File: src/pmg_pkg.sv
package pmg_pkg;

   ////////////////////////////////////////////////////////////////////////////
   // Widths
   localparam int PMG_DW = 14;
   localparam int PMG_PM_AW = 13;
   localparam int PMG_AW = 16;
   localparam int PMG_BUS_DW = 32;
   localparam int PMG_UID_NUM = 4;

   ////////////////////////////////////////////////////////////////////////////
   // Register indices (byte address is four times the index)
   localparam logic [15:0] PMG_UID_BASE = 16'h8000;
   localparam logic [15:0] PMG_REV_OFS = 16'h8005;
   localparam logic [15:0] PMG_PART_OFS = 16'h8006;
   localparam logic [15:0] PMG_CFG_OFS = 16'h8008;
   localparam logic [15:0] PMG_STAT_OFS = 16'h8009;
   localparam int PMG_CFG_SPACE_BIT = 15;

   ////////////////////////////////////////////////////////////////////////////
   // Fields
   localparam int PMG_CFG_GUARD_LSB = 0;
   localparam int PMG_CFG_LOCK_BIT = 2;
   localparam int PMG_STAT_SELF_BIT = 0;
   localparam int PMG_STAT_EXT_BIT = 1;

   ////////////////////////////////////////////////////////////////////////////
   // Reset and blank values
   localparam logic [13:0] PMG_BLANK_WORD = 14'h3fff;
   localparam logic [1:0] PMG_GUARD_RST = 2'h3;
   localparam logic PMG_LOCK_N_RST = 1'b1;

   ////////////////////////////////////////////////////////////////////////////
   // Guard codes and protected limits (first writable word)
   localparam logic [1:0] PMG_GUARD_OFF = 2'h3;
   localparam logic [1:0] PMG_GUARD_BOOT = 2'h2;
   localparam logic [1:0] PMG_GUARD_HALF = 2'h1;
   localparam logic [1:0] PMG_GUARD_ALL = 2'h0;
   localparam logic [13:0] PMG_LIM_NONE = 14'h0000;
   localparam logic [13:0] PMG_LIM_BOOT = 14'h0200;
   localparam logic [13:0] PMG_LIM_HALF4 = 14'h0800;
   localparam logic [13:0] PMG_LIM_ALL4 = 14'h1000;
   localparam logic [13:0] PMG_LIM_HALF8 = 14'h1000;
   localparam logic [13:0] PMG_LIM_ALL8 = 14'h2000;

   ////////////////////////////////////////////////////////////////////////////
   // Timing: cycles from a taken read to its valid data
   localparam int PMG_RD_LAT = 3;

   typedef enum logic [1:0] {
      BUS_IDLE = 2'b01,
      BUS_ACK  = 2'b10
   } pmg_bus_state_type;

   function automatic logic [13:0] pmg_guard_limit(input logic big,
                                                    input logic [1:0] g);
      logic [13:0] lim;
      lim = PMG_LIM_NONE;
      case (g)
         PMG_GUARD_BOOT: lim = PMG_LIM_BOOT;
         PMG_GUARD_HALF: lim = big ? PMG_LIM_HALF8 : PMG_LIM_HALF4;
         PMG_GUARD_ALL:  lim = big ? PMG_LIM_ALL8 : PMG_LIM_ALL4;
         default:        lim = PMG_LIM_NONE;
      endcase
      return lim;
   endfunction

endpackage

File: src/pmg_guard.sv
// Overview of operation
// - Guard code 11 protects nothing.
// - 4 kW, code 10: 0000h-01FFh locked.
// - 4 kW, code 01: 0000h-07FFh locked.
// - 4 kW, code 00: whole array locked.
// - 8 kW, code 10: 0000h-01FFh locked.
// - 8 kW, code 01: 0000h-0FFFh locked.
// - 8 kW, code 00: whole array locked.
// - Lock low: programmer writes refused, reads zero.
// - CPU reads never blocked.
// - Self-writes ignore the read lock.
// - Four user ID words read/write.
// - Part code word at 8006h.
// - Revision code word at 8005h.
// - ID words are read-only, never erased.
// - Programmer can read both ID words.
// - Lock bit 1 off, 0 on.
// - Unlocking erase wipes all; bulk wipes config and array.
//
// Decided for this implementation: the Avalon-MM interface to the registers.
`timescale 1ns/10ps
`default_nettype none
module pmg_guard
   import pmg_pkg::*;
#(
   parameter int MEM_KW = 4,
   parameter logic [13:0] PART_CODE = 14'h0123, // Arbitrary value
   parameter logic [13:0] REV_CODE = 14'h0001   // Arbitrary value
) (
   // Clock and reset
   input  wire logic                  sys_clk,
   input  wire logic                  reset,
   // Avalon-MM slave
   input  wire logic [PMG_AW-1:0]     avs_address,
   input  wire logic                  avs_read,
   input  wire logic                  avs_write,
   input  wire logic [PMG_BUS_DW-1:0] avs_writedata,
   output logic [PMG_BUS_DW-1:0]      avs_readdata,
   output logic                       avs_waitrequest,
   // CPU port
   input  wire logic                  cpu_rd_req,
   input  wire logic                  cpu_wr_req,
   input  wire logic [PMG_PM_AW-1:0]  cpu_addr,
   input  wire logic [PMG_DW-1:0]     cpu_wdata,
   output logic [PMG_DW-1:0]          cpu_rd_data,
   output logic                       cpu_rd_valid,
   output logic                       cpu_wr_blocked,
   // Programmer port
   input  wire logic                  prg_rd_req,
   input  wire logic                  prg_wr_req,
   input  wire logic                  prg_erase_req,
   input  wire logic                  prg_bulk_req,
   input  wire logic [PMG_AW-1:0]     prg_addr,
   input  wire logic [PMG_DW-1:0]     prg_wdata,
   output logic                       prg_waitreq,
   output logic [PMG_DW-1:0]          prg_rd_data,
   output logic                       prg_rd_valid,
   output logic                       prg_refused,
   // Program memory array
   output logic [PMG_PM_AW-1:0]       mem_addr,
   output logic [PMG_DW-1:0]          mem_wdata,
   output logic                       mem_we,
   output logic                       mem_re,
   output logic                       mem_erase_row,
   output logic                       mem_erase_all,
   input  wire logic [PMG_DW-1:0]     mem_rdata
);

   ////////////////////////////////////////////////////////////////////////////
   // Declarations
   pmg_bus_state_type  bus_state;
   logic [1:0]         guard;
   logic               read_lock_n;
   logic [PMG_DW-1:0]  user_id [PMG_UID_NUM];
   logic [1:0]         stat;
   logic [PMG_PM_AW-1:0] cpu_pm_addr;
   logic [PMG_PM_AW-1:0] prg_pm_addr;
   logic               cpu_blocked;
   logic               cpu_busy;
   logic               prg_go;
   logic               prg_cfg;
   logic               bus_wr;
   logic               bus_take;
   logic               cpu_wr_ok;
   logic               prg_wr_pm;
   logic               prg_wr_deny;
   logic               unlock_erase;
   logic               cfg_wipe;
   logic [1:0]         s1_own;
   logic [1:0]         s2_own;
   logic               s1_zero;
   logic               s2_zero;
   logic               s1_cfg;
   logic               s2_cfg;
   logic [PMG_DW-1:0]  s1_data;
   logic [PMG_DW-1:0]  s2_data;
   logic [PMG_DW-1:0]  next_rd;

   // Word seen at a configuration-space index, shared by bus and programmer
   function automatic logic [PMG_DW-1:0] id_word(input logic [15:0] a);
      logic [PMG_DW-1:0] w;
      w = '0;
      if (a >= PMG_UID_BASE && a < PMG_UID_BASE + 16'h0004) begin
         w = user_id[a[1:0]];
      end else if (a == PMG_REV_OFS) begin
         w = REV_CODE;
      end else if (a == PMG_PART_OFS) begin
         w = PART_CODE;
      end
      return w;
   endfunction

   ////////////////////////////////////////////////////////////////////////////
   // Address checks
   pmg_region_check #(.MEM_KW(MEM_KW)) u_cpu_check (
      .guard    (guard),
      .addr_in  (cpu_addr),
      .addr_out (cpu_pm_addr),
      .blocked  (cpu_blocked)
   );

   assign prg_pm_addr = prg_addr[PMG_PM_AW-1:0] & (MEM_KW == 8 ? 13'h1fff : 13'h0fff);

   ////////////////////////////////////////////////////////////////////////////
   // Request decode; the CPU always wins the array
   assign cpu_busy = cpu_rd_req | cpu_wr_req;
   assign prg_waitreq = cpu_busy;
   assign prg_go = !cpu_busy;
   assign prg_cfg = prg_addr[PMG_CFG_SPACE_BIT];
   assign cpu_wr_ok = cpu_wr_req && !cpu_rd_req && !cpu_blocked;
   assign prg_wr_pm = prg_go && prg_wr_req && !prg_cfg;
   assign prg_wr_deny = prg_wr_pm && !read_lock_n;
   assign unlock_erase = prg_go && prg_erase_req && !read_lock_n;
   assign cfg_wipe = unlock_erase || (prg_go && prg_bulk_req);

   ////////////////////////////////////////////////////////////////////////////
   // Avalon slave: one wait cycle, then the access is taken
   assign avs_waitrequest = (avs_read | avs_write) && (bus_state != BUS_ACK);
   assign bus_take = bus_state == BUS_ACK;
   assign bus_wr = bus_take && avs_write;

   always_ff @(posedge sys_clk or posedge reset) begin
      if (reset) begin
         bus_state <= BUS_IDLE;
      end else begin
         case (bus_state)
            BUS_IDLE: begin
               if (avs_read || avs_write) begin
                  bus_state <= BUS_ACK;
               end
            end
            BUS_ACK: bus_state <= BUS_IDLE;
            default: bus_state <= BUS_IDLE;
         endcase
      end
   end

   always_ff @(posedge sys_clk or posedge reset) begin
      if (reset) begin
         avs_readdata <= '0;
      end else if (bus_state == BUS_IDLE && avs_read) begin
         if (avs_address == PMG_CFG_OFS) begin
            avs_readdata <= {29'h0, read_lock_n, guard};
         end else if (avs_address == PMG_STAT_OFS) begin
            avs_readdata <= {30'h0, stat};
         end else begin
            avs_readdata <= {18'h0, id_word(avs_address)};
         end
      end
   end

   ////////////////////////////////////////////////////////////////////////////
   // Configuration word; unlocking and bulk erases return it to the blank state, row erases leave it
   always_ff @(posedge sys_clk or posedge reset) begin
      if (reset) begin
         guard <= PMG_GUARD_RST;
         read_lock_n <= PMG_LOCK_N_RST;
      end else if (cfg_wipe) begin
         guard <= PMG_GUARD_RST;
         read_lock_n <= PMG_LOCK_N_RST;
      end else if (bus_wr && avs_address == PMG_CFG_OFS) begin
         guard <= avs_writedata[PMG_CFG_GUARD_LSB +: 2];
         read_lock_n <= avs_writedata[PMG_CFG_LOCK_BIT];
      end
   end

   // User ID words; part and revision have no storage, so no write reaches them
   genvar gi;
   generate
      for (gi = 0; gi < PMG_UID_NUM; gi++) begin : g_uid
         always_ff @(posedge sys_clk or posedge reset) begin
            if (reset) begin
               user_id[gi] <= PMG_BLANK_WORD;
            end else if (cfg_wipe) begin
               user_id[gi] <= PMG_BLANK_WORD;
            end else if (bus_wr && avs_address == PMG_UID_BASE + 16'(gi)) begin
               user_id[gi] <= avs_writedata[PMG_DW-1:0];
            end else if (prg_go && prg_wr_req && read_lock_n
                         && prg_addr == PMG_UID_BASE + 16'(gi)) begin
               user_id[gi] <= prg_wdata;
            end
         end
      end
   endgenerate

   // Sticky status, write one to clear; a new event beats the clear
   always_ff @(posedge sys_clk or posedge reset) begin
      if (reset) begin
         stat <= '0;
      end else begin
         if (cpu_wr_req && !cpu_rd_req && cpu_blocked) begin
            stat[PMG_STAT_SELF_BIT] <= 1'b1;
         end else if (bus_wr && avs_address == PMG_STAT_OFS
                      && avs_writedata[PMG_STAT_SELF_BIT]) begin
            stat[PMG_STAT_SELF_BIT] <= 1'b0;
         end
         if (prg_wr_deny) begin
            stat[PMG_STAT_EXT_BIT] <= 1'b1;
         end else if (bus_wr && avs_address == PMG_STAT_OFS
                      && avs_writedata[PMG_STAT_EXT_BIT]) begin
            stat[PMG_STAT_EXT_BIT] <= 1'b0;
         end
      end
   end

   ////////////////////////////////////////////////////////////////////////////
   // Array commands
   always_ff @(posedge sys_clk or posedge reset) begin
      if (reset) begin
         mem_addr <= '0;
         mem_wdata <= '0;
         mem_we <= 1'b0;
         mem_re <= 1'b0;
         mem_erase_row <= 1'b0;
         mem_erase_all <= 1'b0;
         cpu_wr_blocked <= 1'b0;
         prg_refused <= 1'b0;
      end else begin
         mem_we <= cpu_wr_ok || (prg_wr_pm && read_lock_n);
         mem_re <= cpu_rd_req || (prg_go && prg_rd_req && !prg_cfg);
         mem_erase_row <= prg_go && prg_erase_req && read_lock_n && !prg_cfg;
         mem_erase_all <= cfg_wipe;
         cpu_wr_blocked <= cpu_wr_req && !cpu_rd_req && cpu_blocked;
         prg_refused <= prg_wr_deny;
         if (cpu_busy) begin
            mem_addr <= cpu_pm_addr;
            mem_wdata <= cpu_wdata;
         end else begin
            mem_addr <= prg_pm_addr;
            mem_wdata <= prg_wdata;
         end
      end
   end

   ////////////////////////////////////////////////////////////////////////////
   // Read pipeline: issue, array cycle, answer
   always_ff @(posedge sys_clk or posedge reset) begin
      if (reset) begin
         s1_own <= '0;
         s2_own <= '0;
         s1_zero <= 1'b0;
         s2_zero <= 1'b0;
         s1_cfg <= 1'b0;
         s2_cfg <= 1'b0;
         s1_data <= '0;
         s2_data <= '0;
      end else begin
         s1_own <= {prg_go && prg_rd_req, cpu_rd_req};
         s1_zero <= !read_lock_n && !prg_cfg;
         s1_cfg <= prg_cfg;
         s1_data <= id_word(prg_addr);
         s2_own <= s1_own;
         s2_zero <= s1_zero;
         s2_cfg <= s1_cfg;
         s2_data <= s1_data;
      end
   end

   always_comb begin
      next_rd = mem_rdata;
      if (s2_cfg) begin
         next_rd = s2_data;
      end else if (s2_zero) begin
         next_rd = '0;
      end
   end

   always_ff @(posedge sys_clk or posedge reset) begin
      if (reset) begin
         cpu_rd_data <= '0;
         cpu_rd_valid <= 1'b0;
         prg_rd_data <= '0;
         prg_rd_valid <= 1'b0;
      end else begin
         cpu_rd_valid <= s2_own[0];
         prg_rd_valid <= s2_own[1];
         if (s2_own[0]) begin
            cpu_rd_data <= mem_rdata;
         end
         if (s2_own[1]) begin
            prg_rd_data <= next_rd;
         end
      end
   end
endmodule // pmg_guard
`default_nettype wire

File: src/pmg_region_check.sv
`timescale 1ns/10ps
`default_nettype none
module pmg_region_check
   import pmg_pkg::*;
#(
   parameter int MEM_KW = 4
) (
   // Configuration
   input  wire logic [1:0]           guard,
   // Address under test
   input  wire logic [PMG_PM_AW-1:0] addr_in,
   // Result
   output logic [PMG_PM_AW-1:0]      addr_out,
   output logic                      blocked
);

   localparam logic BIG = (MEM_KW == 8);
   localparam logic [PMG_PM_AW-1:0] MASK = BIG ? 13'h1fff : 13'h0fff;

   logic [13:0] limit;

   // Small parts wrap the unused top address bit, as the array does
   assign addr_out = addr_in & MASK;
   assign limit = pmg_guard_limit(BIG, guard);
   assign blocked = ({1'b0, addr_out} < limit);

endmodule // pmg_region_check
`default_nettype wire

File: config.mk
export PLATFORM = sky130hd
export DESIGN_NAME = pmg_guard
export DESIGN_NICKNAME = d
export VERILOG_FILES = /design/src/pmg_pkg.sv /design/src/pmg_guard.sv /design/src/pmg_region_check.sv
export SDC_FILE = /design/constraint.sdc
export NUM_CORES = 1
export LEC_CHECK = 0
export BUFFER_PORTS_ARGS = -buffer_cell sky130_fd_sc_hd__buf_2
export CELL_PAD_IN_SITES_DETAIL_PLACEMENT = 2
export CELL_PAD_IN_SITES_GLOBAL_PLACEMENT = 2
export CORE_UTILIZATION = 36
export CTS_CLUSTER_DIAMETER = 100
export DETAILED_ROUTE_END_ITERATION = 8
export GPL_ROUTABILITY_DRIVEN = 1
export PLACE_DENSITY_LB_ADDON = 0.1
export SLEW_MARGIN = 15
export SYNTH_ARGS = -nofsm -noshare
export SYNTH_HDL_FRONTEND = slang
export SYNTH_SLANG_ARGS = --single-unit
File: constraint.sdc
create_clock -name sys_clk -period 12.6 [get_ports sys_clk]
set_input_delay 1.26 -clock sys_clk [delete_from_list [all_inputs] [get_ports sys_clk]]
set_output_delay 1.26 -clock sys_clk [all_outputs]
set_load 0.01 [all_outputs]
==> results.py <==
metrics = {
    "clock_network": {
        "path_clk_slew_ns": 0.08,
        "cts-resized-gates": 0,
        "numCtsBuffers": 17,
        "clock_path_buffers": 2,
        "postCtsSetupBuffers": 0,
        "cts_root_buffer": "clkbuf_16",
        "cts_num_sinks": 175,
        "insertion_delay_ns": 0.43,
        "htree_num_levels": 4,
        "ctsHoldBuffers": 0,
        "tritoncts": "yes",
    },
    "timing": {
        "period_minus_slack_ns": 3.71,
        "rsz0062_at_grt": "false",
        "fin_crit_sh_pct": 29.4,
        "tns_ns": 0,
        "maxSlewViolCount": 0,
        "setup_violations": 0,
        "clock.fmax_mhz": 270,
        "hold_viol_final": 0,
        "slew_headroom_pct": 13.4,
        "worstMarginPinSlew_ns": 1.29,
        "finClkSkew_ns": 0.0138,
    },
    "critical_path": {
        "cp.arrival_ns": 4.02,
        "worstPathCellList": "buf_2 > or3b_1 > nor3_2 > a21boi_0 > a211oi_1 > o21ai_0",
        "critPathCaptureType": "flip-flop",
        "cp_num_buf_inv": 1,
        "r2r_start": "read_lock_n",
        "cp_max_fo": 14,
        "crit_required_ns": 12.91,
        "critPathSlowestCell": "nor3_2",
        "critPathLaunchType": "primary input",
        "cp_slowest_stage_delay_ns": 1.16,
        "worst-setup-path-type": "primary input to flip-flop",
        "reg2reg_depth": 5,
        "cpLargestDelayFamily": "simple AND/OR/NAND/NOR gates",
        "r2r_end": "user_id[3]",
        "r2r_slack_ns": 9.61,
    },
    "placement": {
        "io_buffers": 187,
        "dp_hpwl_mm": 21.4,
        "dpl_cell_area_um2": 9820,
        "gp_congestion": 0.827,
    },
    "synthesis": {
        "synth_top_area_share_pct": 32.9,
        "synthesis.area_um2": 8750,
        "yosys-top-cells-area": "dfrtp_1 (33%), dfstp_2 (18%), mux4_2 (6.7%)",
        "synth-seq-area-share_pct": 50.9,
        "synth_commonest_cells": "dfrtp_1 (115), nor2_1 (85), dfstp_2 (60)",
        "synth_ff_type": "dfrtp_1",
        "async_reset_ff_share_pct": 100,
        "synth_edf_count": 0,
        "yosys_warnings": 0,
        "ys_types": 54,
        "synth_top_area_cell": "dfrtp_1",
        "synth_most_common_cell": "dfrtp_1",
        "avgSynthCellArea_um2": 11.2,
        "syn_inst": 778,
        "ys_ff_latch": 175,
    },
    "power_and_ir_drop": {
        "powerDensity_nw_per_um2": 126,
        "power_switching_uw": 376,
        "cellLeakagePower_uw": 0.00443,
        "combPwrFrac_pct": 11.9,
        "seqPwrFrac_pct": 46.2,
        "clock_power_share_pct": 41.9,
        "ir_worst_vdd_v": 0.0000718,
        "power.internal_uw": 941,
        "switching_share_pct": 28.6,
    },
    "route": {
        "ant_nets": 0,
        "drt_iter0_markers": 315,
        "drt-total-wl_mm": 31.1,
        "first_pass_iters": 6,
        "vias_per_cell": 5.56,
        "drc": 0,
        "avgRoutedWirePerCell_um": 24.6,
        "vias": 7045,
    },
    "hold_path": {
        "whs_endpoint": "s2_own[0]",
        "hp-start": "s1_own[0]",
        "hold_class": "flip-flop to flip-flop",
        "whs_path_depth": 0,
    },
    "final_layout": {
        "nNetsFinal": 1063,
        "fill_cells": 2552,
        "syn_to_final_growth_pct": 19.3,
        "drive_above_1_share_pct": 40.1,
        "final_area_um2": 10400,
    },
    "global_routing": {
        "grt_pass1_vias": 7906,
        "grt_usage_pct": 26.1,
        "antenna_found_initial": 3,
        "grt_max_degree": 107,
        "grt_pass1_wl_mm": 47.7,
        "globalRouteOverflowTotal": 0,
    },
    "floorplan": {
        "die_x_um": 158,
        "coreArea_um2": 23700,
        "dieArea_um2": 24900,
        "die_h_um": 158,
        "initial_core_util_pct": 37.0,
        "row_count": 56,
        "boundaryPins": 226,
    },
    "job": {
        "drv_cap": 0,
    },
    "run_status": {
        "status": "finished clean",
    },
}
metrics by stage:
stage          hold slack, ns  setup slack (ns)  power (µW)  std cells  util, %
2_1_floorplan           0.331              6.69         705        796        -
6_report                0.345              8.89        1320       1268     44.1
3_3_place_gp            0.335              8.71         767       1233     41.5
3_5_place_dp            0.336              8.53         778       1233     41.5
5_1_grt                 0.348              8.75        1360       1266     44.1
4_1_cts                 0.348              9.01        1330       1265     44.0
area by class of cell:
| class | instances | area (µm²) | area share (%) |
|---|---|---|---|
| repair buffers | 193 | 981 | 9.40 |
| well taps | 319 | 399 | 3.82 |
| inverters | 10 | 42.5 | 0.408 |
| multi-input cells | 536 | 3940 | 37.8 |
| clock buffers | 18 | 439 | 4.21 |
| flip-flops and latches | 175 | 4450 | 42.7 |
| clock inverters | 14 | 170 | 1.63 |
| diodes | 3 | 7.51 | 0.0719 |
placed cells by master, fill, tap and decap left out, types with 6 or more instances in the layout:
cell type / netlist / routed
nor4_1: 6 / 6
o21ai_1: 44 / 44
and2_1: 10 / 10
dfrtp_1: 115 / 115
inv_1: 9 / 8
mux2_2: 41 / 41
buf_4: 19 / 6
a211oi_1: 57 / 57
a21boi_0: 57 / 57
nor2_1: 85 / 85
mux4_2: 26 / 26
conb_1: 1 / 19
nand2_1: 21 / 21
dfstp_2: 60 / 60
buf_2: 15 / 187
nand2b_1: 18 / 18
nor3_4: 7 / 7
nor4_4: 6 / 6
nor2b_1: 12 / 12
o21ai_0: 30 / 29
a21oi_1: 35 / 35
nor3b_1: 14 / 14
clkbuf_16: 0 / 17
flip-flops by register name, summed over array words and instances (netlist names), 12 cells and up:
signal,count
s2_data,14
mem_wdata,14
user_id,56
prg_rd_data,14
cpu_rd_data,14
s1_data,14
mem_addr,12
avs_readdata,14
routing by layer:
metal / wire length, µm / up-vias / track usage, %
li1: - / 3109 / -
met1: 12700 / 3653 / 31.8
met2: 16200 / 234 / 46.5
met3: 1440 / 49 / 3.50
met4: 756 / 0 / 10.4
met5: 0 / - / 0
cells by family (layout without fill, tap and decap cells):
logic type / after synthesis / in the layout / share of synthesized area, %
AO/OA/AOI/OAI: 237 / 237 / 17.3
AND/OR/NAND/NOR: 211 / 211 / 14.7
flip-flops: 175 / 175 / 50.9
buffers and inverters: 85 / 235 / 4.87
multiplexers: 68 / 68 / 12.1
adder cells (fa/ha/maj): 1 / 1 / 0.143
other: 1 / 22 / 0.0428
power by group through the flow:
stage / clock (µW) / combinational, µW / sequential [µW]
after detailed placement: 0 / 159 / 619
after floorplan: 0 / 80.4 / 625
final: 551 / 156 / 609
after global routing: 580 / 172 / 612
after CTS: 561 / 160 / 609
after global placement: 0 / 150 / 617
worst max path at each step:
stage,slack [ns],depth (start not counted),end,startpoint
3_3_place_gp,8.71,6,user_id[10],cpu_wr_req
2_1_floorplan,6.69,1,avs_readdata[0],reset
6_report,8.89,6,user_id[3],cpu_wr_req
3_5_place_dp,8.53,6,user_id[7],prg_addr[0]
4_1_cts,9.01,6,user_id[3],prg_addr[0]
5_1_grt,8.75,6,user_id[3],prg_addr[0]
Note: power is estimated with default switching activity, not from simulation.
